File: src/srt_map.svh
`ifndef SRT_MAP_SVH
`define SRT_MAP_SVH
// ----------------------------------------
// command codes
// ----------------------------------------
`define SRT_CODE_RAMP 8'h61
`define SRT_CODE_TMO 8'h62
// ----------------------------------------
// word layout and reset values
// ----------------------------------------
`define SRT_EXP_MSB 15
`define SRT_EXP_LSB 11
`define SRT_MANT_MSB 6
`define SRT_MANT_LSB 0
`define SRT_RAMP_RESET 7'h03
`define SRT_TMO_RESET 7'h00
// ----------------------------------------
// timing
// ----------------------------------------
`define SRT_CLK_PERIOD_NS 8
`define SRT_TICK_NS 1000000
`define SRT_TICK_CYCLES (`SRT_TICK_NS / `SRT_CLK_PERIOD_NS)
`define SRT_SLAVE_RAMP_MS 7'h64
`define SRT_GRACE_MS 13'h0FA0
`define SRT_RETRY_TIMES 13'h0007
`endif

File: src/srt_pkg.sv
`include "srt_map.svh"
package srt_pkg;
	typedef logic [6:0] srt_mant_t;
	typedef logic [12:0] srt_ms_t;
	typedef enum logic [2:0] {
		SRT_IDLE = 3'b001,
		SRT_RUN = 3'b010,
		SRT_RETRY = 3'b100
	} srt_state_t;

	// bucket table shared by both timing words; zero maps to zero_ms
	function automatic srt_mant_t srt_quantize(input srt_mant_t m, input srt_mant_t zero_ms);
		srt_mant_t r;
		r = 7'h64;
		if (m == 7'h00) r = zero_ms;
		else if (m <= 7'h06) r = m;
		else if (m <= 7'h09) r = 7'h07;
		else if (m <= 7'h0C) r = 7'h0A;
		else if (m <= 7'h11) r = 7'h0E;
		else if (m <= 7'h16) r = 7'h13;
		else if (m <= 7'h20) r = 7'h1B;
		else if (m <= 7'h2C) r = 7'h25;
		else if (m <= 7'h3E) r = 7'h34;
		else if (m <= 7'h56) r = 7'h48;
		return r;
	endfunction : srt_quantize
endpackage : srt_pkg

File: src/srt_timer_if.sv
`timescale 1ns/1ps
`default_nettype none
interface srt_timer_if;
	srt_pkg::srt_mant_t ramp_ms;
	srt_pkg::srt_mant_t limit_ms;
	logic start;
	logic stop;
	logic above_uv;
	logic restart_en;
	logic fault;
	logic restart;
	modport ctrl (output ramp_ms, output limit_ms, output start, output stop, output above_uv,
		output restart_en, input fault, input restart);
	modport timer (input ramp_ms, input limit_ms, input start, input stop, input above_uv,
		input restart_en, output fault, output restart);
endinterface : srt_timer_if
`default_nettype wire

File: src/srt_ms_tick.sv
`timescale 1ns/1ps
`default_nettype none
`include "srt_map.svh"
module srt_ms_tick #(
	parameter int unsigned TICK_CYCLES = `SRT_TICK_CYCLES
) (
	input wire logic ref_clk_in,
	input wire logic reset_n_in,
	input wire logic align_in,
	output logic tick_out
);
	logic [31:0] count;
	logic [31:0] next_count;
	logic next_tick;

	// realigned on start so the first tick lands one full millisecond later
	always_comb begin
		next_tick = 1'b0;
		next_count = count + 32'h00000001;
		if (align_in) begin
			next_count = 32'h00000000;
		end else if (count >= TICK_CYCLES - 1) begin
			next_count = 32'h00000000;
			next_tick = 1'b1;
		end
	end

	always_ff @(posedge ref_clk_in or negedge reset_n_in) begin
		if (!reset_n_in) begin
			count <= 32'h00000000;
			tick_out <= 1'b0;
		end else begin
			count <= next_count;
			tick_out <= next_tick;
		end
	end
endmodule : srt_ms_tick
`default_nettype wire

File: src/srt_startup_ramp_timeout_ctrl.sv
// How it works
// RL1: command 61h holds the ramp time in milliseconds, reference rise to regulation.
// RL2: save-all-defaults copies the ramp setting out to nonvolatile storage.
// RL3: loop slave: both commands NACKed, writes ignored, invalid-command flag and alert raised.
// RL4: a programmed ramp of zero runs as a one millisecond ramp.
// RL5: both words are linear format, exponent read-only zero, one millisecond steps.
// RL6: ramp mantissa upper four bits read zero, lower seven writable, reset three.
// RL7: a loop slave always ramps in 100 milliseconds.
// RL8: ramp mantissa is rounded up into fixed buckets, above 86 gives 100; the code rounds 8-9, 11-12, 15-17, 20-22, 28-32, 38-44, 53-62 and 73-86 down.
// RL9: command 62h bounds startup time; timer starts when the ramp begins.
// RL10: a timeout limit of zero disables the timer; the code checks it at start only, a later zero gets the RL11 deadline.
// RL11: limit below ramp faults four seconds after the ramp ends instead.
// RL12: timeout limit has no storage; restore-all-defaults sets it to zero.
// RL13: timeout exponent zero, upper four mantissa bits zero, reset disables timer.
// RL14: timeout mantissa uses the same buckets, with zero meaning disabled.
// RL15: a startup timeout sets the fault flag and raises the alert.
// RL16: with restart enabled, wait seven ramp times after a fault, then restart.
// RL17: timer counts millisecond ticks, clears on reaching undervoltage level or turn-off.
`timescale 1ns/1ps
`default_nettype none
`include "srt_map.svh"
module srt_startup_ramp_timeout_ctrl #(
	parameter int unsigned TICK_CYCLES = `SRT_TICK_CYCLES
) (
	// clock and reset
	input wire logic ref_clk_in,
	input wire logic reset_n_in,
	// command port
	input wire logic cmd_valid_in,
	input wire logic cmd_write_in,
	input wire logic [7:0] cmd_code_in,
	input wire logic [15:0] cmd_wdata_in,
	output logic rsp_valid_out,
	output logic rsp_nack_out,
	output logic [15:0] rsp_rdata_out,
	// default storage
	input wire logic store_all_in,
	input wire logic restore_all_in,
	input wire logic [6:0] nvm_ramp_in,
	output logic nvm_store_out,
	output logic [6:0] nvm_ramp_out,
	// status
	input wire logic clear_faults_in,
	output logic invalid_command_flag_out,
	output logic startup_timeout_fault_out,
	output logic smbalert_out,
	// power sequencing
	input wire logic loop_slave_in,
	input wire logic output_above_uv_in,
	input wire logic converter_on_in,
	input wire logic ramp_begin_in,
	input wire logic restart_enable_in,
	output logic restart_start_out,
	output logic [6:0] effective_ramp_ms_out
);
	// ----------------------------------------
	// local functions
	// ----------------------------------------
	// command codes only count while a command is presented
	function automatic logic cmd_hit(input logic valid, input logic [7:0] code, input logic [7:0] want);
		return valid && (code == want);
	endfunction : cmd_hit

	// exponent and upper mantissa bits always read as zero
	function automatic logic [15:0] linear_word(input srt_pkg::srt_mant_t mant);
		return {5'h00, 4'h0, mant};
	endfunction : linear_word

	// only the low mantissa bits take a write; the rest are dropped
	function automatic srt_pkg::srt_mant_t writable_mant(input logic [15:0] word);
		return word[`SRT_MANT_MSB:`SRT_MANT_LSB];
	endfunction : writable_mant

	// ----------------------------------------
	// pin synchronisers
	// ----------------------------------------
	logic [1:0] sync1;
	logic [1:0] sync2;
	logic [1:0] sync3;
	logic [1:0] pin_level;
	logic [1:0] next_pin_level;
	logic loop_slave;
	logic above_uv;

	// a pin change is accepted only once the second and third stages agree
	always_comb begin
		next_pin_level = pin_level;
		for (int i = 0; i < 2; i++) begin
			if (sync2[i] == sync3[i]) begin
				next_pin_level[i] = sync3[i];
			end
		end
	end

	always_ff @(posedge ref_clk_in or negedge reset_n_in) begin
		if (!reset_n_in) begin
			sync1 <= 2'h0;
			sync2 <= 2'h0;
			sync3 <= 2'h0;
			pin_level <= 2'h0;
		end else begin
			sync1 <= {output_above_uv_in, loop_slave_in};
			sync2 <= sync1;
			sync3 <= sync2;
			pin_level <= next_pin_level;
		end
	end

	// bit 0 carries the loop slave pin, bit 1 the undervoltage compare
	assign loop_slave = pin_level[0];
	assign above_uv = pin_level[1];

	// ----------------------------------------
	// settings and command handling
	// ----------------------------------------
	srt_pkg::srt_mant_t ramp_mant;
	srt_pkg::srt_mant_t next_ramp_mant;
	srt_pkg::srt_mant_t tmo_mant;
	srt_pkg::srt_mant_t next_tmo_mant;
	logic next_rsp_valid;
	logic next_rsp_nack;
	logic [15:0] next_rsp_rdata;
	logic next_nvm_store;
	logic [6:0] next_nvm_ramp;
	logic hit_ramp;
	logic hit_tmo;
	logic refused;

	always_comb begin
		hit_ramp = cmd_hit(cmd_valid_in, cmd_code_in, `SRT_CODE_RAMP); // RL1
		hit_tmo = cmd_hit(cmd_valid_in, cmd_code_in, `SRT_CODE_TMO); // RL9
		// a refused command still answers, carrying the nack
		refused = (hit_ramp || hit_tmo) && loop_slave; // RL3
		next_ramp_mant = ramp_mant;
		next_tmo_mant = tmo_mant;
		next_rsp_valid = hit_ramp || hit_tmo;
		next_rsp_nack = refused; // RL3
		next_rsp_rdata = 16'h0000;
		next_nvm_store = 1'b0;
		next_nvm_ramp = nvm_ramp_out;
		// restore first, so a write in the same cycle wins
		if (restore_all_in) begin
			next_ramp_mant = nvm_ramp_in;
			next_tmo_mant = `SRT_TMO_RESET; // RL12
		end
		if (hit_ramp && !refused) begin
			if (cmd_write_in) begin
				// exponent and upper mantissa bits are read-only zero
				next_ramp_mant = writable_mant(cmd_wdata_in); // RL6
			end else begin
				next_rsp_rdata = linear_word(ramp_mant); // RL5
			end
		end
		if (hit_tmo && !refused) begin
			if (cmd_write_in) begin
				// a zero limit here keeps the timer from starting; a running timer gets ramp plus grace
				next_tmo_mant = writable_mant(cmd_wdata_in); // RL13
			end else begin
				next_rsp_rdata = linear_word(tmo_mant); // RL5
			end
		end
		if (store_all_in) begin
			next_nvm_store = 1'b1; // RL2
			next_nvm_ramp = ramp_mant; // RL2
		end
	end

	always_ff @(posedge ref_clk_in or negedge reset_n_in) begin
		if (!reset_n_in) begin
			ramp_mant <= `SRT_RAMP_RESET; // RL6
			tmo_mant <= `SRT_TMO_RESET; // RL13
			rsp_valid_out <= 1'b0;
			rsp_nack_out <= 1'b0;
			rsp_rdata_out <= 16'h0000;
			nvm_store_out <= 1'b0;
			nvm_ramp_out <= 7'h00;
		end else begin
			ramp_mant <= next_ramp_mant;
			tmo_mant <= next_tmo_mant;
			rsp_valid_out <= next_rsp_valid;
			rsp_nack_out <= next_rsp_nack;
			rsp_rdata_out <= next_rsp_rdata;
			nvm_store_out <= next_nvm_store;
			nvm_ramp_out <= next_nvm_ramp;
		end
	end

	// ----------------------------------------
	// effective times
	// ----------------------------------------
	srt_pkg::srt_mant_t ramp_ms;
	srt_pkg::srt_mant_t limit_ms;
	srt_pkg::srt_mant_t next_eff_ramp;

	always_comb begin
		// a loop slave ignores the programmed ramp
		if (loop_slave) begin
			ramp_ms = `SRT_SLAVE_RAMP_MS; // RL7
		end else begin
			ramp_ms = srt_pkg::srt_quantize(ramp_mant, 7'h01); // RL4 RL8
		end
		limit_ms = srt_pkg::srt_quantize(tmo_mant, 7'h00); // RL14
		next_eff_ramp = ramp_ms;
	end

	always_ff @(posedge ref_clk_in or negedge reset_n_in) begin
		if (!reset_n_in) begin
			effective_ramp_ms_out <= `SRT_RAMP_RESET;
		end else begin
			effective_ramp_ms_out <= next_eff_ramp;
		end
	end

	// ----------------------------------------
	// startup timeout timer
	// ----------------------------------------
	srt_timer_if tif ();
	logic tick;

	assign tif.ramp_ms = ramp_ms;
	assign tif.limit_ms = limit_ms;
	assign tif.start = ramp_begin_in; // RL9
	// turn-off clears the timer from any state
	assign tif.stop = !converter_on_in; // RL17
	assign tif.above_uv = above_uv; // RL17
	assign tif.restart_en = restart_enable_in; // RL16

	// the tick restarts on a fault so the retry wait counts whole milliseconds
	srt_ms_tick #(
		.TICK_CYCLES(TICK_CYCLES)
	) u_tick (
		.ref_clk_in(ref_clk_in),
		.reset_n_in(reset_n_in),
		.align_in(ramp_begin_in || tif.fault),
		.tick_out(tick)
	);

	srt_startup_timer u_timer (
		.ref_clk_in(ref_clk_in),
		.reset_n_in(reset_n_in),
		.tick_in(tick),
		.tif(tif)
	);

	// ----------------------------------------
	// restart request
	// ----------------------------------------
	logic next_restart;

	// a single-cycle strobe, kept apart from the sticky flags; turn-off cancels it
	always_comb begin
		next_restart = tif.restart && converter_on_in; // RL16
	end

	always_ff @(posedge ref_clk_in or negedge reset_n_in) begin
		if (!reset_n_in) begin
			restart_start_out <= 1'b0;
		end else begin
			restart_start_out <= next_restart;
		end
	end

	// ----------------------------------------
	// status flags and alert
	// ----------------------------------------
	logic next_ivc;
	logic next_tmo_fault;
	logic next_alert;

	// a new event in the clearing cycle wins over the clear
	always_comb begin
		next_ivc = invalid_command_flag_out;
		next_tmo_fault = startup_timeout_fault_out;
		next_alert = smbalert_out;
		if (clear_faults_in) begin
			next_ivc = 1'b0;
			next_tmo_fault = 1'b0;
			next_alert = 1'b0;
		end
		if (refused) begin
			next_ivc = 1'b1; // RL3
			next_alert = 1'b1; // RL3
		end
		if (tif.fault) begin
			next_tmo_fault = 1'b1; // RL15
			next_alert = 1'b1; // RL15
		end
	end

	always_ff @(posedge ref_clk_in or negedge reset_n_in) begin
		if (!reset_n_in) begin
			invalid_command_flag_out <= 1'b0;
			startup_timeout_fault_out <= 1'b0;
			smbalert_out <= 1'b0;
		end else begin
			invalid_command_flag_out <= next_ivc;
			startup_timeout_fault_out <= next_tmo_fault;
			smbalert_out <= next_alert;
		end
	end
endmodule : srt_startup_ramp_timeout_ctrl
`default_nettype wire

File: src/srt_startup_timer.sv
`timescale 1ns/1ps
`default_nettype none
`include "srt_map.svh"
module srt_startup_timer (
	input wire logic ref_clk_in,
	input wire logic reset_n_in,
	input wire logic tick_in,
	srt_timer_if.timer tif
);
	srt_pkg::srt_state_t state;
	srt_pkg::srt_state_t next_state;
	srt_pkg::srt_ms_t elapsed;
	srt_pkg::srt_ms_t next_elapsed;
	srt_pkg::srt_ms_t deadline;
	srt_pkg::srt_ms_t retry_ms;
	logic next_fault;
	logic next_restart;

	// a limit below the ramp is stretched to ramp end plus the grace period
	always_comb begin
		if (tif.limit_ms < tif.ramp_ms) begin
			deadline = {6'h00, tif.ramp_ms} + `SRT_GRACE_MS; // RL11
		end else begin
			deadline = {6'h00, tif.limit_ms};
		end
		retry_ms = 13'(`SRT_RETRY_TIMES * {6'h00, tif.ramp_ms}); // RL16
	end

	always_comb begin
		next_state = state;
		next_elapsed = elapsed;
		next_fault = 1'b0;
		next_restart = 1'b0;
		case (state)
			srt_pkg::SRT_IDLE: begin
				if (tif.start && tif.limit_ms != 7'h00) begin // RL10
					next_state = srt_pkg::SRT_RUN; // RL9
					next_elapsed = 13'h0000;
				end
			end
			srt_pkg::SRT_RUN: begin
				if (tif.stop || tif.above_uv) begin
					next_state = srt_pkg::SRT_IDLE; // RL17
					next_elapsed = 13'h0000;
				end else if (tick_in) begin
					next_elapsed = elapsed + 13'h0001; // RL17
					if (elapsed + 13'h0001 >= deadline) begin
						next_fault = 1'b1;
						next_elapsed = 13'h0000;
						next_state = tif.restart_en ? srt_pkg::SRT_RETRY : srt_pkg::SRT_IDLE;
					end
				end
			end
			srt_pkg::SRT_RETRY: begin
				if (tif.stop) begin
					next_state = srt_pkg::SRT_IDLE;
					next_elapsed = 13'h0000;
				end else if (tick_in) begin
					next_elapsed = elapsed + 13'h0001;
					if (elapsed + 13'h0001 >= retry_ms) begin
						next_restart = 1'b1; // RL16
						next_elapsed = 13'h0000;
						next_state = srt_pkg::SRT_IDLE;
					end
				end
			end
			default: begin
				next_state = srt_pkg::SRT_IDLE;
				next_elapsed = 13'h0000;
			end
		endcase
	end

	always_ff @(posedge ref_clk_in or negedge reset_n_in) begin
		if (!reset_n_in) begin
			state <= srt_pkg::SRT_IDLE;
			elapsed <= 13'h0000;
			tif.fault <= 1'b0;
			tif.restart <= 1'b0;
		end else begin
			state <= next_state;
			elapsed <= next_elapsed;
			tif.fault <= next_fault;
			tif.restart <= next_restart;
		end
	end
endmodule : srt_startup_timer
`default_nettype wire

File: config.mk
export PLATFORM = sky130hd
export DESIGN_NAME = srt_startup_ramp_timeout_ctrl
export DESIGN_NICKNAME = d
export VERILOG_FILES = /design/src/srt_pkg.sv /design/src/srt_timer_if.sv /design/src/srt_ms_tick.sv /design/src/srt_startup_ramp_timeout_ctrl.sv /design/src/srt_startup_timer.sv
export VERILOG_INCLUDE_DIRS = /design/src
export SDC_FILE = /design/constraint.sdc
export NUM_CORES = 1
export LEC_CHECK = 0
export BUFFER_PORTS_ARGS = -buffer_cell sky130_fd_sc_hd__buf_4
export CAP_MARGIN = 20
export CELL_PAD_IN_SITES_DETAIL_PLACEMENT = 0
export CELL_PAD_IN_SITES_GLOBAL_PLACEMENT = 2
export CORE_MARGIN = 2
export CORE_UTILIZATION = 40
export CTS_CLUSTER_DIAMETER = 30
export DETAILED_ROUTE_END_ITERATION = 8
export PLACE_DENSITY = 0.83
export SYNTH_ARGS = -nofsm -noshare
export SYNTH_HDL_FRONTEND = slang
export SYNTH_SLANG_ARGS = --single-unit
File: constraint.sdc
create_clock -name ref_clk_in -period 10.1 [get_ports ref_clk_in]
set_input_delay 1.515 -clock ref_clk_in [delete_from_list [all_inputs] [get_ports ref_clk_in]]
set_output_delay 1.515 -clock ref_clk_in [all_outputs]
set_load 0.01 [all_outputs]
== Word level (Yosys, flattened, before mapping) ==
Index checks and enable logic that the tools add are counted.
Word-level totals
  register bits after elaboration: 110
  bits of input ports: 43
  output and inout port bits: 37
  logic and storage cells: 147
Cells by class
  $add $sub $neg: 3
  multiply operators: 1
  $lt $le $gt $ge: 22
  equal/unequal tests: 12
  multiplexer cells: 66
  reduce and logical (&&, ||, !) cells: 20
Operators by type and width (number)
  7-bit 2-to-1 mux: 27
  13-bit 2-to-1 mux: 8
  32-bit 2-to-1 mux: 2
  7-bit by 6-bit <= comparator with 1-bit output (second input constant): 6
  13-bit one-hot mux with 3 select lines: 1
  32-bit by 1-bit adder with 32-bit output (second input constant): 1
  32-bit by 17-bit >= comparator with 1-bit output (second input constant): 1
  16-bit 2-to-1 mux: 2
  7-bit by 4-bit <= comparator with 1-bit output (second input constant): 4
  7-bit by 5-bit <= comparator with 1-bit output (second input constant): 4
  3-bit 2-to-1 mux: 8
  8-bit by 7-bit equality test with 1-bit output (second input constant): 2
  1-bit 2-to-1 mux: 15
  7-bit by 3-bit <= comparator with 1-bit output (second input constant): 2
  7-bit <= comparator (second input constant): 2
  7-bit logical NOT: 2
  13-bit by 1-bit adder with 13-bit output (second input constant): 1
  7-bit by 12-bit adder with 13-bit output (second input constant): 1
  13-bit by 10-bit >= comparator with 1-bit output: 1
  13-bit >= comparator: 1
  6-bit 2-to-1 mux: 2
  3-bit by 7-bit multiplier with 10-bit output (first input constant): 1
  3-bit one-hot mux with 3 select lines: 1
  1-bit logical AND: 7
  other kinds (16): 22

== Longest topological paths before layout ==
Gate-level depths: netlist of run 1.
  depth in word-level cells: 19
  depth in mapped cells: 24
  depth with buffers taken out: 23

== Hierarchy ==
From an unflattened synthesis of run 1, not the netlist that was laid out.
Second synthesis, totals
  cell total of the unflattened synthesis: 601
  area total of the unflattened synthesis: 6083.3 µm²
Modules (own cells, without submodules)
  srt_startup_ramp_timeout_ctrl: instances 1, cells each 253, area an instance 2613.8 µm², sequential area each 1256.2 µm²
  srt_startup_timer: instances 1, cells each 235, area an instance 2139.6 µm², sequential area each 451.7 µm²
  srt_ms_tick: instances 1, cells each 113, area an instance 1330.0 µm², sequential area each 825.8 µm²

== Worst setup path after synthesis of run 1 ==
No wires, ideal clock.
  path kind: register to register
  from: reg ramp_mant[2]
  to: reg u_timer.elapsed[1]
  library setup time: 0.092 ns
  arrival: 4.984 ns
  required time: 10.008 ns
  setup slack: 5.024 ns
  stages on the path, launching flop included: 23
  buffers on the path: 1
  period minus slack after synthesis: 5.076 ns
  path through: dfrtp_1 -> clkbuf_1 -> or4_1 -> nor2_1 -> nand2_1 -> a211oi_1 -> inv_1 -> fa_1 -> inv_1 -> ha_1 -> a21o_1 -> a21oi_1 -> o21bai_1 -> a21oi_1 -> nor2_1 -> a211oi_1 -> ha_1 -> a21oi_1 -> o21a_1 -> nand2_1 -> a2111oi_4 -> nor2_2 -> o31ai_2
Between the ends
  elaborated cells on any way between the ends: 34
  those cells by class: 1 x add/sub; 1 x mul; 12 x order compare; 19 x mux; 1 x reduce/logical
RTL lines
  start: declaration: RTL line srt_startup_ramp_timeout_ctrl.sv:116  | srt_pkg::srt_mant_t ramp_mant;
  start signal: assignment: RTL line srt_startup_ramp_timeout_ctrl.sv:170  | ramp_mant <= `SRT_RAMP_RESET;
  start signal: assignment: RTL line srt_startup_ramp_timeout_ctrl.sv:178  | ramp_mant <= next_ramp_mant;
  7-bit by 6-bit <= comparator with 1-bit output: RTL line srt_pkg.sv:23  | else if (m <= 7'h3E) r = 7'h34;
  7-bit 2-to-1 mux: RTL line srt_pkg.sv:23
  7-bit 2-to-1 mux: RTL line srt_pkg.sv:22  | else if (m <= 7'h2C) r = 7'h25;
  7-bit 2-to-1 mux: RTL line srt_pkg.sv:21  | else if (m <= 7'h20) r = 7'h1B;
  7-bit 2-to-1 mux: RTL line srt_pkg.sv:20  | else if (m <= 7'h16) r = 7'h13;
  7-bit 2-to-1 mux: RTL line srt_pkg.sv:19  | else if (m <= 7'h11) r = 7'h0E;
  7-bit 2-to-1 mux: RTL line srt_pkg.sv:18  | else if (m <= 7'h0C) r = 7'h0A;
  7-bit 2-to-1 mux: RTL line srt_pkg.sv:17  | else if (m <= 7'h09) r = 7'h07;
  7-bit 2-to-1 mux: RTL line srt_pkg.sv:16  | else if (m <= 7'h06) r = m;
  7-bit 2-to-1 mux *: RTL line srt_pkg.sv:15  | if (m == 7'h00) r = zero_ms;
  7-bit 2-to-1 mux *: RTL line srt_startup_ramp_timeout_ctrl.sv:197  | if (loop_slave) begin
  via next_eff_ramp[1]: RTL line srt_startup_ramp_timeout_ctrl.sv:193  | srt_pkg::srt_mant_t next_eff_ramp;
  parallel branches: the longest is 6 deep, another holds 13-bit by 10-bit >= comparator with 1-bit output
  13-bit one-hot mux with 3 select lines *: RTL line srt_startup_timer.sv:34  | case (state)
  end signal: assignment: RTL line srt_startup_timer.sv:82  | elapsed <= next_elapsed;
  end: declaration: RTL line srt_startup_timer.sv:12  | srt_pkg::srt_ms_t elapsed;
Mark *: on every way through the listed nets, which the timed path passes. The select of a mux whose other input is x is not followed.
A chain may end at the register's enable or synchronous reset.

== Final worst setup path of run 1 ==
  from: reg ramp_mant[1]
  to: reg u_timer.elapsed[1]
Between the ends
  cells in the longest elaborated chain, start to end: 19
  elaborated cells on any way between the ends: 34
  those cells by class: 1 x add/sub; 1 x mul; 12 x order compare; 19 x mux; 1 x reduce/logical
RTL lines
  7-bit <= comparator: RTL line srt_pkg.sv:24  | else if (m <= 7'h56) r = 7'h48;
  6-bit 2-to-1 mux: RTL line srt_pkg.sv:24
  7-bit 2-to-1 mux: RTL line srt_pkg.sv:23
  7-bit 2-to-1 mux: RTL line srt_pkg.sv:22
  7-bit 2-to-1 mux: RTL line srt_pkg.sv:21
  7-bit 2-to-1 mux: RTL line srt_pkg.sv:20
  7-bit 2-to-1 mux: RTL line srt_pkg.sv:19
  7-bit 2-to-1 mux: RTL line srt_pkg.sv:18
  7-bit 2-to-1 mux: RTL line srt_pkg.sv:17
  7-bit 2-to-1 mux: RTL line srt_pkg.sv:16
  7-bit 2-to-1 mux *: RTL line srt_pkg.sv:15
  7-bit 2-to-1 mux *: RTL line srt_startup_ramp_timeout_ctrl.sv:197
  via next_eff_ramp[3]: RTL line srt_startup_ramp_timeout_ctrl.sv:193
  parallel branches: the longest is 6 deep, another holds 13-bit by 10-bit >= comparator with 1-bit output
  13-bit one-hot mux with 3 select lines *: RTL line srt_startup_timer.sv:34
Marked as above.

==> impl_metrics.csv, run 1 <==
group,metric,value,unit
run_status,status,"complete, no violations",
pwr,cellLeakagePower,3.24,nW
worst_setup_path,rr_endpoint,"u_timer.elapsed[1]$_DFFE_PN0P_",
worst_setup_path,cp-endpoint,"u_timer.elapsed[1]$_DFFE_PN0P_",
synth,synth-seq-area-share,0.420,
worst_setup_path,cp_top_family,"compound AO/OA/AOI/OAI gates",
synth,synth_compound_area_frac,0.140,
routing,first_iter_violations,195,
synth,synth_top_family_by_area,"simple AND/OR/NAND/NOR gates",
finish,area_growth_syn_to_layout,14.8,%
synth,syn_area_per_cell,9.76,µm²
place,dp_hpwl,10.1,mm
pwr,p_switching,336,µW
clock_tree,cts.sinks,101,
grt,grt_max_degree,54,
synth,synth_area,0.00603,mm²
timing,fin_ws,4.14,ns
worst_setup_path,endpoint_kind,"flip-flop",
timing,finClkSkew,0.00840,ns
clock_tree,clkLatencyLatePin,0.36,ns
floorplanning,die_height,127,µm
grt,grt_pass1_vias,4575,
timing,setup_violations,0,
clock_tree,cts-root-buf,"clkbuf_16",
place,pre_cts_slack,4.06,ns
worst_setup_path,path_depth,22,
clock_tree,cts_hold_buf,0,
timing,hold_violations,0,
synth,synthAdderAreaFrac,0.113,
synth,synth_top_area_frac,0.398,
pwr,swShare,0.313,
worst_setup_path,cp-start-kind,"flip-flop",
timing,period_share,0.590,
pwr,seqPwrFrac,0.418,
finish,fin_cells,861,
timing,max_slew.worst_pin.slew,0.835,ns
pwr,p_clk_frac,0.349,
floorplanning,die-area,0.0161,mm²
worst_setup_path,max_stage_delay,0.68,ns
place,place_area,0.00659,mm²
finish,finalInstanceArea,0.00692,mm²
timing,min_period,5.96,ns
pwr,power.total,1.08,mW
routing,final_antenna_net_count,0,
worst_setup_path,path_cells,"nand3_1, maj3_1, nor3b_1, a21oi_1, a31oi_1, inv_1, fa_1, inv_1, ha_1, a21o_1, a21oi_1, o21bai_1, a21oi_1, nor2_1, a211oi_1, ha_1, a21oi_1, o21a_1, nand2_1, a2111oi_4, nor2_2, o31ai_2",
grt,grt_overflow_total,0,
worst_setup_path,reg2reg_depth,22,
worst_setup_path,reg2reg_from,"ramp_mant[1]$_DFF_PN1_",
routing,finalWirelength,13.6,mm
floorplanning,start_util,0.412,
clock_tree,cts_buffer_depth,2,
synth,synthXorXnorAreaFrac,0.0450,
grt,grt_antenna_before_repair,0,
clock_tree,cts_resized,0,
job,cap_violations,0,
pwr,power.density,155,mW/mm²
routing,first_pass_iters,4,
place,place_congestion,0.793,
finish,fin_nets,763,
worst_setup_path,cp_max_fo,13,
synth,synth_area_leaders,"dfrtp_1 40%, ha_1 8.5%, nor2_1 3.7%, nand2_1 3.5%, a21oi_1 2.7%",
finish,drive_above_1_share,0.161,
worst_setup_path,worstPathRequired,10.37,ns
floorplanning,fp.coreArea,0.0146,mm²
worst_setup_path,cp_data_arrival_time,6.23,ns
routing,wl_per_cell,15.8,µm
pwr,comb_power_share,0.234,
worst_setup_path,cp-startpoint,"ramp_mant[1]$_DFF_PN1_",
clock_tree,cts_tree,"yes",
synth,synthCells,618,
floorplanning,ioPinCount,80,
synth,synthTopCellsByCount,"96 x dfrtp_1, 60 x nor2_1, 57 x nand2_1, 41 x ha_1, 32 x a21oi_1",
synth,async_flop_share,1.00,
timing,fmax,168,MHz
synth,synth_edf_count,0,
timing,slew_violations,0,
grt,grt_pass1_wl,22.9,mm
synth,synth_simple_gate_area_frac,0.179,
timing,rsz0062_at_grt,"no",
synth,synth.area.mux_share,0.0465,
place,io_buffers,61,
timing,worst_hold_slack,0.360,ns
clock_tree,cts.reportedPaths.clkPinSlew,0.08,ns
worst_hold_path,hold_path_class,"reg2reg",
place,dp_cells,845,
routing,vias,4525,
finish,final_util,0.473,
pwr,ir_drop,0.0891,mV
synth,yosysTopAreaCell,"dfrtp_1",
timing,tns,0,ns
timing,slew_headroom,0.444,
worst_setup_path,rrSetupSlack,4.14,ns
routing,remaining_drc_errors,0,
synth,ys_ff_latch,101,
routing,routed_via_density,5.26,
clock_tree,post_cts_buffers,0,
worst_setup_path,cpMaxStageDelayCell,"dfstp_2",
synth,yosysUniqueCellTypes,73,
worst_setup_path,path_common_cell,"a21oi_1",
clock_tree,cts_max_level,3,
finish,antennaDiodeCount,0,
synth,yosysMostFrequentCell,"dfrtp_1",
grt,grtUsageTotal,0.179,
floorplanning,rows,44,
worst_setup_path,critical_path_class,"reg2reg",
floorplanning,die_w,127,µm
pwr,internal-power,739,µW
clock_tree,cts_buffers,9,
synth,ys.warnings.count,0,
synth,dominantRegCellSynth,"dfrtp_1",
worst_setup_path,path_buf_inv,2,
state kept, by name (all words and copies together) (netlist names), 3 cells and up:
name and count:
effective_ramp_ms_out 7, nvm_ramp_out 7, ramp_mant 7, rsp_rdata_out 7, tmo_mant 7, u_tick.count 32
u_timer.elapsed 13, u_timer.state 3
layout by cell type, fill, tap and decap left out, drive strengths merged, types with 10 or more instances in the layout:
cell | Yosys | layout
xor2 | 15 | 15
dfrtp | 96 | 96
o21ai | 24 | 24
nand2b | 15 | 15
mux2 | 10 | 10
mux2i | 16 | 16
nand2 | 57 | 57
ha | 41 | 41
buf | 22 | 62
nor3 | 11 | 11
conb | 1 | 24
nand3 | 16 | 16
xnor2 | 16 | 16
inv | 29 | 32
a21oi | 33 | 33
nor2 | 61 | 61
power groups by stage:
stage	Combinational (mW)	Clock, mW	Sequential (mW)
finish	0.251	0.375	0.449
global route	0.289	0.404	0.453
CTS	0.257	0.386	0.449
detailed placement	0.254	0	0.457
global placement	0.250	0	0.456
floorplan	0.191	0	0.448
worst register-to-register path, cell delays in order (launching register included):
cell and delay (ns):
dfstp_2 0.68, nand3_1 0.17, maj3_1 0.38, nor3b_1 0.18, a21oi_1 0.07, a31oi_1 0.52, inv_1 0.25, fa_1 0.62
inv_1 0.06, ha_1 0.30, a21o_1 0.19, a21oi_1 0.23, o21bai_1 0.10, a21oi_1 0.22, nor2_1 0.08, a211oi_1 0.24
ha_1 0.29, a21oi_1 0.19, o21a_1 0.17, nand2_1 0.08, a2111oi_4 0.45, nor2_2 0.20, o31ai_2 0.20
cell families (layout without fill, tap and decap cells):
group | after synthesis | count (layout)
flops | 101 | 101
buf+inv | 71 | 107
simple gates | 215 | 215
mux | 26 | 26
other cells | 1 | 24
compound gates | 122 | 122
xor+xnor | 31 | 31
fa+ha+maj | 51 | 51
final cells by class:
| class | instances | area (µm²) |
|---|---|---|
| fillers | 1415 | 7720 |
| multi-input cells | 469 | 3250 |
| flip-flops and latches | 101 | 2530 |
| repair buffers | 62 | 465 |
| well taps | 184 | 230 |
| clock buffers | 9 | 225 |
| inverters | 29 | 109 |
| clock inverters | 7 | 103 |
metal layers:
layer  part of all wire  wire length, µm  global-route usage
met1               0.47             6400               0.229
met2               0.49             6660               0.309
met3              0.035              472              0.0451
met4             0.0054               74              0.0394
met5                  0                0                   0
how the worst min path moves through the flow:
stage                       startpoint                  to  cells past startpoint
CTS                 sync1[1]$_DFF_PN0_  sync2[1]$_DFF_PN0_                      0
finish              sync1[1]$_DFF_PN0_  sync2[1]$_DFF_PN0_                      0
detailed placement  sync1[1]$_DFF_PN0_  sync2[1]$_DFF_PN0_                      0
global placement    sync1[0]$_DFF_PN0_  sync2[0]$_DFF_PN0_                      0
global route        sync1[1]$_DFF_PN0_  sync2[1]$_DFF_PN0_                      0
floorplan           sync1[0]$_DFF_PN0_  sync2[0]$_DFF_PN0_                      0
Power figures use the tool's default switching activity.
==> run 2, diff against run 1 <==
--- a/config.mk
+++ b/config.mk
@@ -6,15 +6,16 @@
 export SDC_FILE = /design/constraint.sdc
 export NUM_CORES = 1
 export LEC_CHECK = 0
+export ABC_AREA = 1
 export BUFFER_PORTS_ARGS = -buffer_cell sky130_fd_sc_hd__buf_4
 export CAP_MARGIN = 20
 export CELL_PAD_IN_SITES_DETAIL_PLACEMENT = 0
 export CELL_PAD_IN_SITES_GLOBAL_PLACEMENT = 2
 export CORE_MARGIN = 2
-export CORE_UTILIZATION = 40
+export CORE_UTILIZATION = 34
 export CTS_CLUSTER_DIAMETER = 30
 export DETAILED_ROUTE_END_ITERATION = 8
-export PLACE_DENSITY = 0.83
+export PLACE_DENSITY = 0.77
 export SYNTH_ARGS = -nofsm -noshare
 export SYNTH_HDL_FRONTEND = slang
 export SYNTH_SLANG_ARGS = --single-unit
==> constraint.sdc (replaced) <==
create_clock -name ref_clk_in -period 5.95 [get_ports ref_clk_in]
set_input_delay 0.8925 -clock ref_clk_in [delete_from_list [all_inputs] [get_ports ref_clk_in]]
set_output_delay 0.8925 -clock ref_clk_in [all_outputs]
set_load 0.01 [all_outputs]
==> impl_metrics.csv, run 2 <==
group,metric,value,unit
run_status,status,"complete, no violations",
grt,grt_pass1_vias,5207,
place,place_congestion,0.821,
timing,setup_violations,0,
clock_tree,cts_buffers,9,
finish,area_growth_syn_to_layout,16.8,%
synth,yosysMostFrequentCell,"nand2_1",
synth,synth.area.mux_share,0,
clock_tree,cts-root-buf,"clkbuf_16",
routing,final_antenna_net_count,0,
synth,synthCells,775,
grt,grt_antenna_before_repair,0,
timing,slew_violations,0,
floorplanning,die-area,0.0191,mm²
synth,ys.warnings.count,0,
synth,synth_area,0.00614,mm²
worst_hold_path,hp-start,"sync1[1]$_DFF_PN0_",
routing,wl_per_cell,13.7,µm
worst_hold_path,hold_path_class,"reg2reg",
grt,grt_overflow_total,0,
floorplanning,start_util,0.344,
routing,routed_via_density,4.69,
worst_setup_path,cp-start-kind,"flip-flop",
clock_tree,clkLatencyLatePin,0.35,ns
clock_tree,cts_buffer_depth,2,
finish,drive_above_1_share,0.140,
worst_hold_path,min_to,"sync2[1]$_DFF_PN0_",
timing,period_share,0.861,
synth,synth_area_leaders,"dfrtp_1 39%, nand2_1 11%, ha_1 8.4%, nand3_1 5.4%, inv_1 5.1%",
synth,ys_ff_latch,101,
timing,worst_hold_slack,0.353,ns
timing,min_period,5.12,ns
worst_setup_path,cp_max_fo,13,
finish,layout_commonest_cell,"nand2_1",
worst_setup_path,reg2reg_depth,29,
clock_tree,cts_resized,0,
synth,yosysTopAreaCell,"dfrtp_1",
worst_setup_path,critical_path_class,"reg2reg",
routing,remaining_drc_errors,0,
finish,largest_register,"u_tick.count",
clock_tree,cts.reportedPaths.clkPinSlew,0.07,ns
floorplanning,die_height,138,µm
clock_tree,cts_max_level,3,
pwr,power.density,264,mW/mm²
synth,synth_compound_area_frac,0.0817,
synth,yosysUniqueCellTypes,47,
worst_setup_path,cp_data_arrival_time,5.41,ns
synth,synthAdderAreaFrac,0.110,
finish,reg_top3,"u_tick.count: 32 flops, u_timer.elapsed: 13 flops",
synth,synthTopCellsByCount,"187 x nand2_1, 96 x dfrtp_1, 83 x inv_1, 81 x nor2_1, 66 x nand3_1",
timing,max_slew.worst_pin.slew,0.704,ns
timing,finClkSkew,0.00785,ns
clock_tree,cts_hold_buf,0,
floorplanning,die_w,138,µm
synth,synth-seq-area-share,0.413,
job,cap_violations,0,
worst_setup_path,rr_endpoint,"u_timer.elapsed[9]$_DFFE_PN0P_",
worst_setup_path,max_stage_delay,0.62,ns
worst_setup_path,cpMaxStageDelayCell,"dfstp_2",
pwr,cellLeakagePower,3.71,nW
synth,dominantRegCellSynth,"dfrtp_1",
timing,slew_headroom,0.531,
synth,synth_simple_gate_area_frac,0.288,
finish,layout_common_cells,"187 x nand2_1, 96 x dfrtp_1, 83 x inv_1",
pwr,ir_drop,0.131,mV
place,io_buffers,61,
floorplanning,fp.coreArea,0.0178,mm²
routing,first_iter_violations,275,
grt,grt_pass1_wl,25.5,mm
synth,synth_top_family_by_area,"simple AND/OR/NAND/NOR gates",
timing,rsz0062_at_grt,"no",
worst_setup_path,rrSetupSlack,0.83,ns
worst_setup_path,worstPathRequired,6.24,ns
clock_tree,post_cts_buffers,0,
synth,synth_top_area_frac,0.391,
clock_tree,cts.sinks,101,
floorplanning,rows,49,
place,pre_cts_slack,0.792,ns
worst_setup_path,path_common_cell,"nand2_1",
worst_setup_path,endpoint_kind,"flip-flop",
timing,tns,0,ns
synth,syn_area_per_cell,7.92,µm²
routing,finalWirelength,14.8,mm
synth,async_flop_share,1.00,
clock_tree,cts_tree,"yes",
floorplanning,ioPinCount,80,
routing,first_pass_iters,4,
place,dp_hpwl,11.5,mm
worst_hold_path,holdPathStages,0,
timing,hold_violations,0,
finish,largest_reg_flops,32,
worst_setup_path,reg2reg_from,"ramp_mant[1]$_DFF_PN1_",
finish,antennaDiodeCount,0,
grt,grtUsageTotal,0.163,
routing,vias,5088,
timing,fmax,195,MHz
timing,fin_ws,0.827,ns
grt,grt_max_degree,52,
synth,synthXorXnorAreaFrac,0.0271,
synth,synth_edf_count,0,
finish,fin_nets,943,
run 2: cell count changes after synthesis, sizes merged, moves of 15 or more:
cell,delta
nand2b,-15
nor2,+23
inv,+68
clkbuf,-16
mux2i,-16
nand2,+137
nand3,+52
run 2: cells by family after synthesis:
kind of cell | count (synthesis)
AO/OA/AOI/OAI | 89
XOR/XNOR | 19
adder cells (fa/ha/maj) | 50
buffers and inverters | 119
flip-flops | 101
other | 1
AND/OR/NAND/NOR | 396
run 2: power by group:
group | switching, mW | internal, mW | total (mW) | leakage (nW)
registers | 0.0283 | 0.726 | 0.754 | 1.29
clock network | 0.290 | 0.345 | 0.635 | 0.152
logic | 0.322 | 0.183 | 0.505 | 2.27
run 2: critical path: cells and delay by family (launching register included):
kind	cells	cell delay [ns]
buffers and inverters	3	0.22
AO/OA/AOI/OAI	5	1.02
AND/OR/NAND/NOR	16	1.69
flip-flops	1	0.62
adder cells (fa/ha/maj)	4	1.32
XOR/XNOR	1	0.14
run 2: per-stage QoR:
step,util,cell area (µm²),instances,power [mW]
floorplan,-,6230,798,1.13
finish,0.402,7170,1086,1.89
CTS,0.402,7170,1086,1.93
global placement,0.384,6850,1069,1.27
detailed placement,0.384,6860,1070,1.28
global route,0.402,7170,1086,2.04
run 2: per-layer routing:
metal,global-route usage,part of all wire,vias up
li1,-,-,2637
met1,0.220,0.48,2364
met2,0.271,0.48,73
met3,0.0308,0.032,14
met4,0.0408,0.012,0
met5,0,0,-
run 2: area by class of cell:
cell class | instances | area (µm²)
fill | 1851 | 10700
multi-input combinational | 578 | 3200
sequential | 101 | 2530
timing repair buffer | 63 | 470
inverter | 99 | 372
tap | 229 | 287
clock buffer | 10 | 239
clock inverter | 6 | 75.1
run 2: worst max-delay path by stage:
stage | to | startpoint | slack (ns) | cells past startpoint
floorplan | u_timer.elapsed[6]$_DFFE_PN0P_ | ramp_mant[1]$_DFF_PN1_ | 1.61 | 30
global placement | u_timer.elapsed[10]$_DFFE_PN0P_ | ramp_mant[1]$_DFF_PN1_ | 0.85 | 29
detailed placement | u_timer.elapsed[9]$_DFFE_PN0P_ | ramp_mant[1]$_DFF_PN1_ | 0.79 | 30
CTS | u_timer.elapsed[9]$_DFFE_PN0P_ | ramp_mant[1]$_DFF_PN1_ | 0.77 | 30
global route | u_timer.elapsed[1]$_DFFE_PN0P_ | ramp_mant[1]$_DFF_PN1_ | 0.20 | 29
finish | u_timer.elapsed[9]$_DFFE_PN0P_ | ramp_mant[1]$_DFF_PN1_ | 0.83 | 29
==> run 3, diff against run 2 <==
--- a/config.mk
+++ b/config.mk
@@ -7,14 +7,14 @@
 export NUM_CORES = 1
 export LEC_CHECK = 0
 export ABC_AREA = 1
-export BUFFER_PORTS_ARGS = -buffer_cell sky130_fd_sc_hd__buf_4
 export CAP_MARGIN = 20
 export CELL_PAD_IN_SITES_DETAIL_PLACEMENT = 0
 export CELL_PAD_IN_SITES_GLOBAL_PLACEMENT = 2
 export CORE_MARGIN = 2
-export CORE_UTILIZATION = 34
+export CORE_UTILIZATION = 38
 export CTS_CLUSTER_DIAMETER = 30
 export DETAILED_ROUTE_END_ITERATION = 8
+export DONT_BUFFER_PORTS = 1
 export PLACE_DENSITY = 0.77
 export SYNTH_ARGS = -nofsm -noshare
 export SYNTH_HDL_FRONTEND = slang
==> impl_metrics.csv, run 3 (synthesized netlist as in run 2, its figures left out) <==
group,metric,value,unit
worst_setup_path,rrSetupSlack,0.90,ns
finish,area_growth_syn_to_layout,8.78,%
clock_tree,cts_buffer_depth,2,
finish,fill_cells,1644,
worst_setup_path,max_stage_delay,0.61,ns
worst_setup_path,critical_path_class,"reg2reg",
pwr,power.density,266,mW/mm²
pwr,p_switching,603,µW
timing,fin_ws,0.904,ns
worst_setup_path,cp-start-kind,"flip-flop",
clock_tree,cts_tree,"yes",
run_status,status,"complete, no violations",
floorplanning,die_w,131,µm
floorplanning,start_util,0.388,
timing,fmax,198,MHz
routing,first_iter_violations,226,
pwr,comb_power_share,0.246,
finish,reg_top3,"u_tick.count: 32 flops, u_timer.elapsed: 13 flops",
timing,setup_violations,0,
routing,finalWirelength,13.9,mm
timing,period_share,0.848,
routing,remaining_drc_errors,0,
grt,grt_overflow_total,0,
finish,drive_above_1_share,0.0729,
pwr,p_clk_frac,0.326,
finish,largest_reg_flops,32,
pwr,ir_drop,0.133,mV
timing,tns,0,ns
floorplanning,rows,46,
place,dp_hpwl,10.6,mm
routing,routed_via_density,4.87,
worst_setup_path,cp_max_fo,13,
clock_tree,cts_buffers,9,
worst_setup_path,path_common_cell,"nand2_1",
finish,fin_nets,882,
pwr,seqPwrFrac,0.428,
clock_tree,post_cts_buffers,0,
timing,rsz0062_at_grt,"no",
clock_tree,cts-root-buf,"clkbuf_16",
worst_setup_path,endpoint_kind,"flip-flop",
grt,grt_pass1_vias,4792,
pwr,swShare,0.339,
routing,wl_per_cell,13.7,µm
grt,grtUsageTotal,0.171,
clock_tree,cts_max_level,3,
worst_setup_path,cpMaxStageDelayCell,"dfstp_2",
floorplanning,die-area,0.0172,mm²
worst_hold_path,hold_path_class,"in2async",
finish,layout_common_cells,"187 x nand2_1, 96 x dfrtp_1, 83 x inv_1",
worst_setup_path,cp_data_arrival_time,5.34,ns
floorplanning,ioPinCount,80,
finish,layout_commonest_cell,"nand2_1",
timing,finClkSkew,0.0100,ns
clock_tree,cts.reportedPaths.clkPinSlew,0.08,ns
timing,slew_violations,0,
clock_tree,clkLatencyLatePin,0.35,ns
job,cap_violations,0,
place,pre_cts_slack,0.929,ns
floorplanning,fp.coreArea,0.0158,mm²
finish,seq_area,0.00253,mm²
finish,largest_register,"u_tick.count",
grt,grt_pass1_wl,23.8,mm
routing,vias,4924,
clock_tree,cts.sinks,101,
timing,min_period,5.05,ns
clock_tree,cts_resized,0,
timing,hold_violations,0,
worst_setup_path,worstPathRequired,6.24,ns
pwr,internal-power,1.18,mW
place,place_congestion,0.869,
finish,multiInputGateArea,0.00320,mm²
routing,final_antenna_net_count,0,
timing,slew_headroom,0.532,
routing,first_pass_iters,5,
finish,antennaDiodeCount,0,
grt,grt_max_degree,102,
floorplanning,die_height,131,µm
clock_tree,cts_hold_buf,0,
place,io_buffers,0,
timing,max_slew.worst_pin.slew,0.702,ns
grt,grt_antenna_before_repair,0,
pwr,cellLeakagePower,3.40,nW
[run 3: area by class of cell]
cell class                      instances  area share
Multi-Input combinational cell        578       0.479
Sequential cell                       101       0.379
Inverter                               99      0.0556
Tap cell                              216      0.0405
Clock buffer                           10      0.0343
Clock inverter                          6     0.00937
Timing Repair Buffer                    2     0.00225
[run 3: metrics by stage]
stage                     hold slack (ns)  area (µm²)  total power [mW]   util  instances
after global routing                0.188        6680              1.92  0.422       1012
after CTS                           0.202        6680              1.82  0.422       1012
after floorplan                     0.331        6230              1.13      -        798
final                               0.221        6680              1.78  0.422       1012
after global placement              0.336        6390              1.21  0.404        996
after detailed placement            0.342        6390              1.22  0.404        996
[run 3: worst max-delay path: cells and delay by family, from the launching register on]
family                     cells  cell delay (ns)
AOI/OAI and AO/OA              5             0.96
xor gates and xnor gates       1             0.15
adders and majority gates      4             1.31
buffers and inverters          3             0.24
DFF                            1             0.61
and+or+nand+nor               16             1.73
[run 3: layer usage]
metal | global-route usage | routed length [µm] | up-vias | part of all wire
met3 | 0.0266 | 466 | 16 | 0.034
met1 | 0.239 | 6780 | 2293 | 0.49
met4 | 0.0622 | 237 | 0 | 0.017
met2 | 0.270 | 6400 | 91 | 0.46
met5 | 0 | 0 | - | 0
li1 | - | - | 2524 | -
[run 3: final timing paths]
check,cells past startpoint,startpoint,end
setup / recovery,29,ramp_mant[1]$_DFF_PN1_,u_timer.elapsed[10]$_DFFE_PN0P_
hold / removal,0,reset_n_in,nvm_store_out$_DFF_PN0_
setup reg to reg,29,ramp_mant[1]$_DFF_PN1_,u_timer.elapsed[10]$_DFFE_PN0P_
hold reg to reg,0,sync1[0]$_DFF_PN0_,sync2[0]$_DFF_PN0_
max in group asynchronous,0,reset_n_in,u_timer.state[0]$_DFFE_PN1P_
min in group ref_clk_in,0,sync1[0]$_DFF_PN0_,sync2[0]$_DFF_PN0_
[run 3: power by group through the flow]
stage,Clock [mW],Sequential (mW),Combinational [mW]
final,0.580,0.762,0.438
after global routing,0.640,0.767,0.517
after CTS,0.608,0.762,0.445
after detailed placement,0,0.776,0.442
after global placement,0,0.775,0.434
after floorplan,0,0.766,0.361
